[config.mk]
export PLATFORM = sky130hd
export DESIGN_NAME = lps_sequencer
export DESIGN_NICKNAME = d
export VERILOG_FILES = /design/src/design/lps_pkg.sv /design/src/design/lps_step_timer.sv /design/src/design/lps_sequencer.sv
export SDC_FILE = /design/constraint.sdc
export NUM_CORES = 1
export LEC_CHECK = 0
export BUFFER_PORTS_ARGS = -buffer_cell sky130_fd_sc_hd__buf_2
export CAP_MARGIN = 30
export CORE_MARGIN = 2
export CORE_UTILIZATION = 30
export CTS_CLUSTER_SIZE = 24
export DETAILED_ROUTE_END_ITERATION = 6
export GPL_TIMING_DRIVEN = 0
export PLACE_DENSITY = 0.54
export SYNTH_ARGS = -nofsm -noshare
export SYNTH_HDL_FRONTEND = slang
export SYNTH_SLANG_ARGS = --single-unit
[constraint.sdc]
create_clock -name i_clk_sys -period 5.8 [get_ports i_clk_sys]
set_clock_uncertainty 0.05 [all_clocks]
set_input_delay 1.74 -clock i_clk_sys [delete_from_list [all_inputs] [get_ports i_clk_sys]]
set_output_delay 1.74 -clock i_clk_sys [all_outputs]
set_load 0.1 [all_outputs]
[src/design/lps_pkg.sv]
package lps_pkg;

  // Register offsets on the two-wire bus
  localparam logic [4:0] LPS_OFF_ENABLE = 5'h00;
  localparam logic [4:0] LPS_OFF_LTIME  = 5'h01;
  localparam logic [4:0] LPS_OFF_WAIT_TIME_REG  = 5'h03;
  localparam logic [4:0] LPS_OFF_CONFIG = 5'h0D;
  localparam logic [4:0] LPS_OFF_GAIN   = 5'h0F;
  localparam logic [4:0] LPS_OFF_STATUS = 5'h13;
  localparam logic [4:0] LPS_OFF_C0L    = 5'h14;
  localparam logic [4:0] LPS_OFF_C0H    = 5'h15;
  localparam logic [4:0] LPS_OFF_C1L    = 5'h16;
  localparam logic [4:0] LPS_OFF_C1H    = 5'h17;

  // Reset values
  localparam logic [7:0] LPS_RST_ENABLE = 8'h00;
  localparam logic [7:0] LPS_RST_TIME   = 8'hFF;
  localparam logic [7:0] LPS_RST_BYTE   = 8'h00;

  // Field positions
  localparam int LPS_CFG_GAIN_LOW = 2;
  localparam int LPS_ST_LVALID    = 0;
  localparam int LPS_ST_LIRQ      = 4;
  localparam int LPS_ST_PIRQ      = 5;

  // Timing: one 2.73 ms step at the 100 MHz system clock
  localparam int LPS_STEP_TIME_NS = 2730000;
  localparam int LPS_CLK_NS       = 10;
  localparam int LPS_STEP_CYCLES  = (LPS_STEP_TIME_NS + LPS_CLK_NS - 1) / LPS_CLK_NS;
  localparam logic [8:0] LPS_FULL_COUNT = 9'h100;
  localparam logic [8:0] LPS_PROX_STEPS = 9'h001;

  // Bus framing
  localparam logic [3:0] LPS_BITS_BYTE = 4'h8;
  localparam logic [6:0] LPS_DEF_ADDR  = 7'h2A;

  // Light gain times six, index {gain_low, gain_sel}
  localparam logic [9:0] LPS_GAIN_X6 [0:7] = '{10'h006, 10'h030, 10'h060, 10'h2D0,
                                               10'h001, 10'h008, 10'h010, 10'h078};

  // Operating enable register layout
  typedef struct packed {
    logic rsvd;
    logic sleep_after_irq;
    logic prox_irq_enable;
    logic light_irq_enable;
    logic wait_enable_bit;
    logic prox_enable_bit;
    logic light_enable_bit;
    logic power_on_bit;
  } lps_enable_t;

  // Pair of light channel counts
  typedef struct packed {
    logic [15:0] chan1_count;
    logic [15:0] chan0_count;
  } lps_counts_t;

  typedef enum logic [2:0] {LPS_SLEEP, LPS_IDLE, LPS_PROX, LPS_WAIT, LPS_LIGHT} lps_seq_t;
  typedef enum logic [2:0] {LPS_I_IDLE, LPS_I_ADDR, LPS_I_AACK, LPS_I_WR, LPS_I_WACK,
                            LPS_I_RD, LPS_I_RACK} lps_bus_t;

endpackage

[src/design/lps_step_timer.sv]
`timescale 1ns/1ps
`default_nettype none

module lps_step_timer
  import lps_pkg::*;
#(
  parameter int STEP_CYC = LPS_STEP_CYCLES
) (
  // Clock and reset
  input  wire logic       i_clk_sys,
  input  wire logic       i_rst_b,
  // Request
  input  wire logic       i_start,
  input  wire logic [8:0] i_steps,
  // Answer
  output logic            o_done
);

  logic [31:0] cyc_q;
  logic [8:0]  steps_q;
  logic        busy_q;

  // Counts whole steps, each STEP_CYC clocks long
  always_ff @(posedge i_clk_sys or negedge i_rst_b) begin
    if (!i_rst_b) begin
      cyc_q   <= '0;
      steps_q <= '0;
      busy_q  <= 1'b0;
      o_done  <= 1'b0;
    end else begin
      o_done <= 1'b0;
      if (i_start) begin
        cyc_q   <= '0;
        steps_q <= i_steps;
        busy_q  <= 1'b1;
      end else if (busy_q) begin
        if (cyc_q == 32'(STEP_CYC - 1)) begin
          cyc_q <= '0;
          if (steps_q <= 9'h001) begin
            busy_q <= 1'b0;
            o_done <= 1'b1;
          end else begin
            steps_q <= steps_q - 9'h001;
          end
        end else begin
          cyc_q <= cyc_q + 32'h1;
        end
      end
    end
  end

endmodule

`default_nettype wire

[src/design/lps_sequencer.sv]
// How it works
// - After reset all but the light and wait time registers (loaded 0xFF) are cleared and the sequencer sleeps, measuring nothing.
// - A bus start condition while asleep moves it to Idle to check power_on_bit.
// - In Idle with power_on_bit clear, it returns to Sleep.
// - With power_on_bit set, Idle holds until prox or light enable is set.
// - Enabled cycles run proximity, then wait, then light, always that order.
// - Back in Idle, a new cycle starts while power and a prox or light enable stay set.
// - A threshold event with sleep_after_irq set sends it to Sleep until the next command.
// - Both channels integrate together; at the end both counts are stored.
// - Count reads are double-buffered so a byte pair is never torn.
// - After storing light counts it returns to Idle.
// - Light integration lasts 256 minus light_time_reg steps of 2.73 ms.
// - light_gain_sel selects gain 1, 8, 16 or 120.
// - light_gain_low lowers those gains to 1/6, 8/6, 16/6 and 20.
// - Channel 0 count: low byte at 0x14, high byte at 0x15.
// - Channel 1 count: low byte at 0x16, high byte at 0x17.
// - Interrupt status always updates; the pin follows only enabled sources.
`timescale 1ns/1ps
`default_nettype none

module lps_sequencer
  import lps_pkg::*;
#(
  parameter int         STEP_CYC = LPS_STEP_CYCLES,
  parameter logic [6:0] DEV_ADDR = LPS_DEF_ADDR     // arbitrary bus address
) (
  // Clock and reset
  input  wire logic        i_clk_sys,
  input  wire logic        i_rst_b,
  // Two-wire register bus
  input  wire logic        i_scl,
  input  wire logic        i_sda,
  output logic             o_sda_oe_b,
  // Light converters and measurement controls
  input  wire logic [15:0] i_adc_ch0,
  input  wire logic [15:0] i_adc_ch1,
  output logic             o_prox_active,
  output logic             o_light_integ,
  output logic             o_asleep,
  output logic [9:0]       o_gain_x6,
  // Threshold events and interrupt pin
  input  wire logic        i_prox_irq,
  input  wire logic        i_light_irq,
  output logic             o_int_b
);

  ////////////////////////////////////////////////////////////////////////////
  // Reset release and bus pin synchronisers

  logic [1:0]  rst_q;
  logic        rst_b;
  logic [1:0]  scl_s, sda_s;
  logic        scl_p, sda_p;
  logic        scl_rise, scl_fall, bus_start, bus_stop;

  // Asynchronous assert, two-flop release
  always_ff @(posedge i_clk_sys or negedge i_rst_b) begin
    if (!i_rst_b) begin
      rst_q <= 2'b00;
    end else begin
      rst_q <= {rst_q[0], 1'b1};
    end
  end
  assign rst_b = rst_q[1];

  // Two flops per pin, then a history flop for edges
  always_ff @(posedge i_clk_sys or negedge rst_b) begin
    if (!rst_b) begin
      scl_s <= 2'b11;
      sda_s <= 2'b11;
      scl_p <= 1'b1;
      sda_p <= 1'b1;
    end else begin
      scl_s <= {scl_s[0], i_scl};
      sda_s <= {sda_s[0], i_sda};
      scl_p <= scl_s[1];
      sda_p <= sda_s[1];
    end
  end

  // Bus events
  assign scl_rise  = scl_s[1] & ~scl_p;
  assign scl_fall  = ~scl_s[1] & scl_p;
  assign bus_start = scl_s[1] & scl_p & sda_p & ~sda_s[1];
  assign bus_stop  = scl_s[1] & scl_p & ~sda_p & sda_s[1];

  ////////////////////////////////////////////////////////////////////////////
  // Bus slave framing

  lps_bus_t   ist_q;
  logic [3:0] bitc_q;
  logic [7:0] rx_q, tx_q, rd_byte;
  logic       rw_q;
  logic       wr_ev, rd_load, rd_adv;

  assign wr_ev   = scl_fall & (ist_q == LPS_I_WR) & (bitc_q == LPS_BITS_BYTE);
  assign rd_load = scl_fall & (((ist_q == LPS_I_AACK) & rw_q) | (ist_q == LPS_I_RACK));
  assign rd_adv  = scl_rise & (ist_q == LPS_I_RACK) & ~sda_s[1];

  // Byte shifter, acknowledge and read data drive
  always_ff @(posedge i_clk_sys or negedge rst_b) begin
    if (!rst_b) begin
      ist_q      <= LPS_I_IDLE;
      bitc_q     <= '0;
      rx_q       <= LPS_RST_BYTE;
      tx_q       <= LPS_RST_BYTE;
      rw_q       <= 1'b0;
      o_sda_oe_b <= 1'b1;
    end else if (bus_start) begin
      ist_q      <= LPS_I_ADDR;
      bitc_q     <= '0;
      o_sda_oe_b <= 1'b1;
    end else if (bus_stop) begin
      ist_q      <= LPS_I_IDLE;
      o_sda_oe_b <= 1'b1;
    end else if (scl_rise) begin
      case (ist_q)
        LPS_I_ADDR, LPS_I_WR: begin
          rx_q   <= {rx_q[6:0], sda_s[1]};
          bitc_q <= bitc_q + 4'h1;
        end
        LPS_I_RD: bitc_q <= bitc_q + 4'h1;
        LPS_I_RACK: if (sda_s[1]) ist_q <= LPS_I_IDLE; // Master NACK ends read
        default: ;
      endcase
    end else if (scl_fall) begin
      case (ist_q)
        LPS_I_ADDR: begin
          if (bitc_q == LPS_BITS_BYTE) begin
            if (rx_q[7:1] == DEV_ADDR) begin
              o_sda_oe_b <= 1'b0;
              rw_q       <= rx_q[0];
              ist_q      <= LPS_I_AACK;
            end else begin
              ist_q <= LPS_I_IDLE;
            end
          end
        end
        LPS_I_AACK, LPS_I_RACK: begin
          bitc_q <= '0;
          if (rd_load) begin
            o_sda_oe_b <= rd_byte[7];
            tx_q       <= {rd_byte[6:0], 1'b0};
            ist_q      <= LPS_I_RD;
          end else begin
            o_sda_oe_b <= 1'b1;
            ist_q      <= LPS_I_WR;
          end
        end
        LPS_I_WR: begin
          if (bitc_q == LPS_BITS_BYTE) begin
            o_sda_oe_b <= 1'b0;
            ist_q      <= LPS_I_WACK;
          end
        end
        LPS_I_WACK: begin
          o_sda_oe_b <= 1'b1;
          bitc_q     <= '0;
          ist_q      <= LPS_I_WR;
        end
        LPS_I_RD: begin
          if (bitc_q == LPS_BITS_BYTE) begin
            o_sda_oe_b <= 1'b1;
            ist_q      <= LPS_I_RACK;
          end else begin
            o_sda_oe_b <= tx_q[7];
            tx_q       <= {tx_q[6:0], 1'b0};
          end
        end
        default: ;
      endcase
    end
  end

  ////////////////////////////////////////////////////////////////////////////
  // Register file

  lps_enable_t en_q;
  lps_counts_t cnt_q, hold_q;
  logic [7:0]  ltime_q, wait_time_reg_q, gain_q, cfg_q, status;
  logic [4:0]  ptr_q;
  logic        first_q, lvalid_q, pirq_q, lirq_q;
  logic        light_done;

  // Pointer: first written byte selects, each later written byte or acknowledged read byte advances
  always_ff @(posedge i_clk_sys or negedge rst_b) begin
    if (!rst_b) begin
      ptr_q   <= '0;
      first_q <= 1'b0;
    end else if (bus_start) begin
      first_q <= 1'b1;
    end else if (wr_ev) begin
      first_q <= 1'b0;
      ptr_q   <= first_q ? rx_q[4:0] : ptr_q + 5'h01;
    end else if (rd_adv) begin
      ptr_q <= ptr_q + 5'h01;
    end
  end

  // Writable control registers
  always_ff @(posedge i_clk_sys or negedge rst_b) begin
    if (!rst_b) begin
      en_q    <= LPS_RST_ENABLE;
      ltime_q <= LPS_RST_TIME;
      wait_time_reg_q <= LPS_RST_TIME;
      gain_q  <= LPS_RST_BYTE;
      cfg_q   <= LPS_RST_BYTE;
    end else if (wr_ev && !first_q) begin
      case (ptr_q)
        LPS_OFF_ENABLE: en_q    <= rx_q;
        LPS_OFF_LTIME:  ltime_q <= rx_q;
        LPS_OFF_WAIT_TIME_REG:  wait_time_reg_q <= rx_q;
        LPS_OFF_GAIN:   gain_q  <= rx_q;
        LPS_OFF_CONFIG: cfg_q   <= rx_q;
        default: ;
      endcase
    end
  end

  // Interrupt status: events always latch, write-one clears, set wins
  always_ff @(posedge i_clk_sys or negedge rst_b) begin
    if (!rst_b) begin
      pirq_q <= 1'b0;
      lirq_q <= 1'b0;
      o_int_b <= 1'b1;
    end else begin
      pirq_q <= i_prox_irq | (pirq_q & ~(wr_ev & ~first_q & (ptr_q == LPS_OFF_STATUS)
                & rx_q[LPS_ST_PIRQ]));
      lirq_q <= i_light_irq | (lirq_q & ~(wr_ev & ~first_q & (ptr_q == LPS_OFF_STATUS)
                & rx_q[LPS_ST_LIRQ]));
      o_int_b <= ~((pirq_q & en_q.prox_irq_enable) | (lirq_q & en_q.light_irq_enable));
    end
  end

  // Both channel results land together at the end of integration
  always_ff @(posedge i_clk_sys or negedge rst_b) begin
    if (!rst_b) begin
      cnt_q    <= '0;
      lvalid_q <= 1'b0;
    end else if (light_done) begin
      cnt_q    <= '{chan1_count: i_adc_ch1, chan0_count: i_adc_ch0};
      lvalid_q <= 1'b1;
    end
  end

  // Reading a low byte freezes the pair for the high byte read
  always_ff @(posedge i_clk_sys or negedge rst_b) begin
    if (!rst_b) begin
      hold_q <= '0;
    end else if (rd_load && (ptr_q == LPS_OFF_C0L || ptr_q == LPS_OFF_C1L)) begin
      hold_q <= cnt_q;
    end
  end

  always_comb begin
    status = '0;
    status[LPS_ST_LVALID] = lvalid_q;
    status[LPS_ST_LIRQ]   = lirq_q;
    status[LPS_ST_PIRQ]   = pirq_q;
  end

  // Read data mux; unmapped offsets read zero
  always_comb begin
    case (ptr_q)
      LPS_OFF_ENABLE: rd_byte = en_q;
      LPS_OFF_LTIME:  rd_byte = ltime_q;
      LPS_OFF_WAIT_TIME_REG:  rd_byte = wait_time_reg_q;
      LPS_OFF_GAIN:   rd_byte = gain_q;
      LPS_OFF_CONFIG: rd_byte = cfg_q;
      LPS_OFF_STATUS: rd_byte = status;
      LPS_OFF_C0L:    rd_byte = cnt_q.chan0_count[7:0];
      LPS_OFF_C0H:    rd_byte = hold_q.chan0_count[15:8];
      LPS_OFF_C1L:    rd_byte = cnt_q.chan1_count[7:0];
      LPS_OFF_C1H:    rd_byte = hold_q.chan1_count[15:8];
      default:        rd_byte = LPS_RST_BYTE;
    endcase
  end

  ////////////////////////////////////////////////////////////////////////////
  // Measurement sequencer

  lps_seq_t   seq_q, seq_d;
  logic       tmr_start_q, tmr_done, tmr_fin;
  logic [8:0] tmr_steps_q;

  // First enabled state at or after a stage of the cycle
  function automatic lps_seq_t stage_from(input logic [1:0] st, input lps_enable_t en);
    if (st == 2'd0 && en.prox_enable_bit) return LPS_PROX;
    if (st <= 2'd1 && en.wait_enable_bit) return LPS_WAIT;
    if (st <= 2'd2 && en.light_enable_bit) return LPS_LIGHT;
    return LPS_IDLE;
  endfunction

  // Steps a state lasts
  function automatic logic [8:0] steps_for(input lps_seq_t s, input logic [7:0] lt,
                                           input logic [7:0] wt);
    case (s)
      LPS_WAIT:  return LPS_FULL_COUNT - {1'b0, wt};
      LPS_LIGHT: return LPS_FULL_COUNT - {1'b0, lt};
      default:   return LPS_PROX_STEPS;
    endcase
  endfunction

  // Ignore a stale end pulse from a timer run cut short by sleep
  assign tmr_fin    = tmr_done & ~tmr_start_q;
  assign light_done = (seq_q == LPS_LIGHT) & tmr_fin;

  // Next state
  always_comb begin
    seq_d = seq_q;
    case (seq_q)
      LPS_SLEEP: if (bus_start) seq_d = LPS_IDLE;
      LPS_IDLE: begin
        if (!en_q.power_on_bit) seq_d = LPS_SLEEP;
        else if (en_q.prox_enable_bit || en_q.light_enable_bit) seq_d = stage_from(2'd0, en_q);
      end
      LPS_PROX:  if (tmr_fin) seq_d = stage_from(2'd1, en_q);
      LPS_WAIT:  if (tmr_fin) seq_d = stage_from(2'd2, en_q);
      LPS_LIGHT: if (tmr_fin) seq_d = LPS_IDLE;
      default:   seq_d = LPS_SLEEP;
    endcase
    if (seq_q != LPS_SLEEP && (i_prox_irq || i_light_irq) && en_q.sleep_after_irq) begin
      seq_d = LPS_SLEEP;
    end
  end

  // State register and timer launch on each entry to Prox, Wait or Light
  always_ff @(posedge i_clk_sys or negedge rst_b) begin
    if (!rst_b) begin
      seq_q       <= LPS_SLEEP;
      tmr_start_q <= 1'b0;
      tmr_steps_q <= LPS_PROX_STEPS;
    end else begin
      seq_q       <= seq_d;
      tmr_start_q <= (seq_d != seq_q) && (seq_d == LPS_PROX || seq_d == LPS_WAIT
                     || seq_d == LPS_LIGHT);
      tmr_steps_q <= steps_for(seq_d, ltime_q, wait_time_reg_q);
    end
  end

  // Registered measurement controls and gain
  always_ff @(posedge i_clk_sys or negedge rst_b) begin
    if (!rst_b) begin
      o_prox_active <= 1'b0;
      o_light_integ <= 1'b0;
      o_asleep      <= 1'b1;
      o_gain_x6     <= LPS_GAIN_X6[0];
    end else begin
      o_prox_active <= (seq_d == LPS_PROX);
      o_light_integ <= (seq_d == LPS_LIGHT);
      o_asleep      <= (seq_d == LPS_SLEEP);
      o_gain_x6     <= LPS_GAIN_X6[{cfg_q[LPS_CFG_GAIN_LOW], gain_q[1:0]}];
    end
  end

  lps_step_timer #(
    .STEP_CYC (STEP_CYC)
  ) u_timer (
    .i_clk_sys (i_clk_sys),
    .i_rst_b   (rst_b),
    .i_start   (tmr_start_q),
    .i_steps   (tmr_steps_q),
    .o_done    (tmr_done)
  );

endmodule

`default_nettype wire

==> flow_summary.toml, run 1 <==
[run_status]
run_status = "finished, final reports clean"

[synthesis]
ys_types = 93
synth-edff-count = 0
syn_area_mm2 = 0.00975
synth_seq_area_share_pct = 50.6
synth-warning-count = 0
ys_ff_latch = 196
synthArstFlopShare_pct = 100
synth_area_per_cell_um2 = 10.9
ys.flop_type = "dfrtp_1"
synth_fp_nets = 947
syn_inst = 893

[place]
dpl.hpwl_mm = 16.7
dp_slack_ps = 1200
io_buffer_count = 51
place.gp.congestion = 0.847

[layout]
postLayoutCoreUtil_pct = 34.9
fin_nets = 1020
layout-drive-gt1-share_pct = 26.4
diodes = 0
area_growth_pct = 15.5
fillers = 3295

[floorplan]
rows = 66
coreArea_mm2 = 0.0323
dieHeight_um = 184
io-pin-count = 53
die_w_um = 184
initial_core_util_pct = 30.2
dieArea_mm2 = 0.0340

[setup_path]
crit_chain = "buf_2 -> o21a_1 -> maj3_2 -> a31oi_4 -> buf_6 -> mux2i_1 -> ha_1 -> nor3b_1 -> nand2_1 -> xnor2_1 -> nor2_1 -> a21oi_1 -> nor2_1"
crit_arrival_ps = 4400
required_ps = 6060
crit_slowest_cell = "maj3_2"
path_class = "primary input to register"
start_kind = "primary input"
crit_fanout = 10
max_stage_delay_ps = 370
cp-end-kind = "register"
cp_common_cell = "nor2_1"

[global_route]
grt_max_degree = 65
antenna_found_initial = 0
grt_overflow = 0
grtUsageTotal_pct = 14.3
grt_pass1_wl_mm = 38.2
grt_pass1_vias = 6917

[cts]
cts_setup_buffers = 0
cts_buffers = 17
path_clk_slew_ps = 90
cts_tree = "done"
clockBufferDepth = 2
clockRootBuffer = "clkbuf_16"
cts-htree-levels = 4
hold_buffers = 0
cts.sinks = 196
postCtsResizedCells = 0
insertion_delay_ps = 440

[sta]
setup_viol = 0
hold_violations = 0
rsz0062_at_grt = "no"
whs_ps = 134
slew_headroom_pct = 31.4
setup-tns-final_ps = 0
worst_pin_slew_ps = 1020
finalMaxSlewViolations = 0
fin_crit_sh_pct = 71.3
post-route-worst-setup-slack_ps = 1660
min_period_ps = 4140
max_freq_mhz = 242

[pwr]
p_leak_nw = 4.82
ir_worst_vdd_uv = 208
powerDensity_mw_per_mm2 = 244

[route]
wire_per_inst_um = 16.3
routed_wl_mm = 23.1
drt_iter0_drc = 510
drc = 0
vias = 7039
viasPerCell = 4.95
first_pass_iters = 5
antenna_left = 0

[worst_hold_path]
hold_path.class = "register to async pin"

[run]
cap_violations = 0
-- registers in the layout, indices dropped and copies added (netlist names), 2 cells and up --
name and flops:
scl_s 2, rst_q 2, ist_q 3, o_gain_x6 7, sda_s 2, u_timer.steps_q 9
ltime_q 8, ptr_q 5, tmr_steps_q 9, seq_q 3, gain_q 8, u_timer.cyc_q 32
rx_q 8, tx_q 7, bitc_q 4, hold_q 16, cnt_q 32, wait_time_reg_q 8
en_q 8, cfg_q 8
-- routing by layer --
metal | vias up | wire (µm) | track usage, %
met1 | 3480 | 11100 | 19.7
li1 | 3381 | - | -
met2 | 146 | 10600 | 22.6
met4 | 0 | 558 | 4.93
met3 | 32 | 787 | 2.43
met5 | - | 0 | 0
-- path summary, 6_finish.rpt --
kind / cells past startpoint / slack [ps] / start / endpoint
min in group i_clk_sys: 0 / 300 / rst_q[0] / rst_q[1]
worst max register to register: 12 / 2520 / seq_q[1] / tmr_steps_q[6]
worst min register to register: 0 / 130 / rst_q[1] / gain_q[1]
worst max-delay path: 13 / 1660 / i_light_irq / tmr_steps_q[6]
max in group asynchronous: 1 / 4570 / i_rst_b / rst_q[1]
worst min-delay path: 0 / 130 / rst_q[1] / gain_q[1]
-- critical path, delay by kind of cell --
kind                     cells  cell delay (ps)
buffers and inverters        2              320
AND/OR/NAND/NOR              4              610
multiplexers                 1              200
adder cells (fa/ha/maj)      2              610
AO/OA/AOI/OAI                3              760
XOR/XNOR                     1              150
-- metrics by stage --
stage | instance area (µm²) | power [mW] | cells
5_1_grt | 11300 | 2.86 | 1421
4_1_cts | 11300 | 2.79 | 1421
6_report | 11300 | 2.75 | 1421
3_3_place_gp | 10600 | 1.55 | 1386
3_5_place_dp | 10600 | 1.55 | 1389
2_1_floorplan | 9750 | 1.50 | 893
-- where the power goes --
part / leakage, nW / internal (mW) / switching [mW] / total, mW
registers: 2.48 / 1.39 / 0.0295 / 1.42
logic: 2.04 / 0.0399 / 0.0647 / 0.105
clock network: 0.297 / 0.601 / 0.621 / 1.22
-- layout by cell type (no fill, tap or decap), drive strengths merged, types with 15 or more instances in the layout --
master / count
a22oi: 29
nor3: 16
mux2: 97
xor2: 20
a21oi: 31
clkbuf: 37
inv: 28
nor2: 80
dfstp: 27
buf: 74
nand3: 24
ha: 16
dfrtp: 169
and2: 16
o21ai: 57
xnor2: 15
nand2: 62
-- kinds of logic (layout without fill, tap and decap cells) --
family                     after synthesis  in the layout  synth area share (%)
other                                    2              2                0.0770
xor gates and xnor gates                35             35                  3.14
muxes                                  102            102                  11.7
buffers and inverters                   62            148                  2.81
AOI/OAI and AO/OA                      183            183                  12.7
DFF                                    196            196                  50.6
and+or+nand+nor                        296            296                  16.8
adders and majority gates               17             17                  2.17
-- cells in the mapped netlist, types with 4 or more instances --
master | n | area (µm²)
dfrtp_1 | 169 | 4230
mux2_2 | 96 | 1080
nor2_1 | 78 | 293
nand2_1 | 62 | 233
o21ai_0 | 53 | 265
a21oi_1 | 30 | 150
a22oi_1 | 29 | 218
dfstp_2 | 27 | 709
nand3_1 | 24 | 120
inv_1 | 22 | 82.6
xor2_1 | 20 | 175
clkbuf_1 | 17 | 63.8
and2_1 | 16 | 100
ha_1 | 16 | 200
xnor2_1 | 15 | 131
nand2b_1 | 14 | 87.6
nor3_1 | 14 | 70.1
buf_2 | 13 | 65.1
nand4_1 | 12 | 75.1
nor2b_1 | 11 | 68.8
nor4_1 | 10 | 62.6
a31oi_1 | 9 | 56.3
and4_1 | 8 | 70.1
and3_1 | 6 | 37.5
a221o_1 | 5 | 50.1
mux2i_1 | 5 | 50.1
a21o_1 | 4 | 30.0
buf_4 | 4 | 30.0
nand3b_1 | 4 | 30.0
o21bai_1 | 4 | 30.0
o22ai_1 | 4 | 25.0
or4_1 | 4 | 30.0
-- layout make-up --
cell class                 instances  area [µm²]  area share (%)
inverter                          23        86.3           0.766
sequential                       196        4940            43.9
tap                              442         553            4.91
clock inverter                    14         181            1.61
timing repair buffer              54         338            3.00
multi-input combinational        635        4540            40.3
buffer                            39         188            1.67
clock buffer                      18         439            3.90
No activity file was read; power rests on OpenSTA's default activity.
==> inputs of run 2 (changes only) <==
==> constraint.sdc (replaced) <==
create_clock -name i_clk_sys -period 3.6 [get_ports i_clk_sys]
set_clock_uncertainty 0.05 [all_clocks]
set_input_delay 1.08 -clock i_clk_sys [delete_from_list [all_inputs] [get_ports i_clk_sys]]
set_output_delay 1.08 -clock i_clk_sys [all_outputs]
set_load 0.1 [all_outputs]
==> flow_summary.toml, run 2 (synthesis results as in run 1) <==
[layout]
reg_top3 = "cnt_q x32, u_timer.cyc_q x32, hold_q x16"
ff_latch_area_mm2 = 0.00494
area_growth_pct = 15.9
layout_common_cells = "168 x dfrtp_1, 96 x mux2_2, 78 x nor2_1"
post-route-cell-area_mm2 = 0.0113
layout-drive-gt1-share_pct = 26.8
layout_commonest_cell = "dfrtp_1"
diodes = 0
fillers = 3289
fin_nets = 1024
multi_input_area_mm2 = 0.00455

[setup_path]
r2r-end = "tx_q[6]"
cp-end-kind = "register"
startpoint = "i_light_irq"
r2r_start = "ptr_q[0]"
r2r_slack_ps = 450
max_stage_delay_ps = 460
crit_chain = "buf_2 -> o21a_1 -> maj3_2 -> a31oi_4 -> buf_6 -> mux2i_1 -> ha_1 -> or4bb_1 -> xor2_1 -> a21oi_1 -> nor2_1"
path_class = "primary input to register"
r2r_cells = 9
crit_arrival_ps = 3580
crit_slowest_cell = "or4bb_1"
start_kind = "primary input"
required_ps = 3870
crit_fanout = 10

[cts]
cts_buffers = 17
clockBufferDepth = 2
insertion_delay_ps = 440
cts_tree = "done"
clockRootBuffer = "clkbuf_16"
cts-htree-levels = 4
cts.sinks = 196
path_clk_slew_ps = 90
hold_buffers = 0

[pwr]
powerDensity_mw_per_mm2 = 391
ir_worst_vdd_uv = 337
p_leak_nw = 4.85
total_power_mw = 4.42

[global_route]
grt_max_degree = 65
antenna_found_initial = 0
grtUsageTotal_pct = 14.3
grt_pass1_vias = 6917
grt_pass1_wl_mm = 38.2
grt_overflow = 0

[place]
dp_slack_ps = -335
place.gp.congestion = 0.847
placed_cell_area_mm2 = 0.0106
dpl.hpwl_mm = 16.7
io_buffer_count = 51

[route]
wire_per_inst_um = 16.3
first_pass_iters = 5
routed_wl_mm = 23.2
viasPerCell = 4.95
vias = 7047
antenna_left = 0
drc = 0
drt_iter0_drc = 472

[sta]
post-route-worst-setup-slack_ps = 284
slew_headroom_pct = 35.0
min_period_ps = 3320
rsz0062_at_grt = "no"
finalMaxSlewViolations = 0
worst_pin_slew_ps = 967
max_freq_mhz = 302
setup_viol = 0
setup-tns-final_ps = 0
hold_violations = 0
fin_crit_sh_pct = 92.1

[run_status]
run_status = "finished, final reports clean"

[floorplan]
initial_core_util_pct = 30.2
die_w_um = 184
coreArea_mm2 = 0.0323
dieHeight_um = 184
io-pin-count = 53
dieArea_mm2 = 0.0340
rows = 66

[worst_hold_path]
hold_path.class = "register to async pin"

[run]
cap_violations = 0
==> run 2: cell types whose count changed in the layout (fill, tap and decap cells not counted), sizes merged <==
cell  change
buf       +4
==> run 2: per-layer routing <==
metal / global-route usage [%] / share of wire (%)
met5: 0 / 0
met2: 22.6 / 46
met1: 19.7 / 49
met4: 4.93 / 2.3
met3: 2.43 / 3.1
==> run 2: final cells by class <==
cell class	instances	area share [%]
clock inverters	14	1.61
inverters	23	0.764
flip-flops and latches	196	43.7
clock buffers	18	3.89
well taps	442	4.89
repair buffers	58	3.25
multi-input cells	635	40.2
plain buffers	39	1.66
==> run 2: critical path: cells and delay by family <==
kind	cells	cell delay (ps)
adders and majority gates	2	600
muxes	1	200
buffers and inverters	2	310
AOI/OAI and AO/OA	3	710
and+or+nand+nor	2	510
xor gates and xnor gates	1	160
==> run 2: stage by stage <==
stage	hold WS, ps	std cells	utilization [%]
floorplan	281	893	-
detailed placement	144	1389	33.0
global placement	286	1386	32.7
finish	135	1425	35.0
global route	154	1425	35.0
CTS	147	1421	34.9
==> run 2: where the power goes <==
part	internal, mW	switching (mW)	total [mW]
logic	0.0643	0.105	0.169
registers	2.24	0.0480	2.29
clock network	0.968	0.999	1.97
==> run 2: how the worst max path moves through the flow <==
stage / to / slack (ps)
after floorplan: tmr_steps_q[6] / 210
after CTS: tmr_steps_q[6] / 130
after global placement: u_timer.cyc_q[10] / -1080
after global routing: tmr_steps_q[6] / 120
final: tmr_steps_q[6] / 280
after detailed placement: tmr_steps_q[6] / -340
==> run 2: timing repair <==
action                     4_1_cts  5_1_grt
setup endpoints to repair        0        2
gates resized for setup          0        1
buffers inserted                 0        4
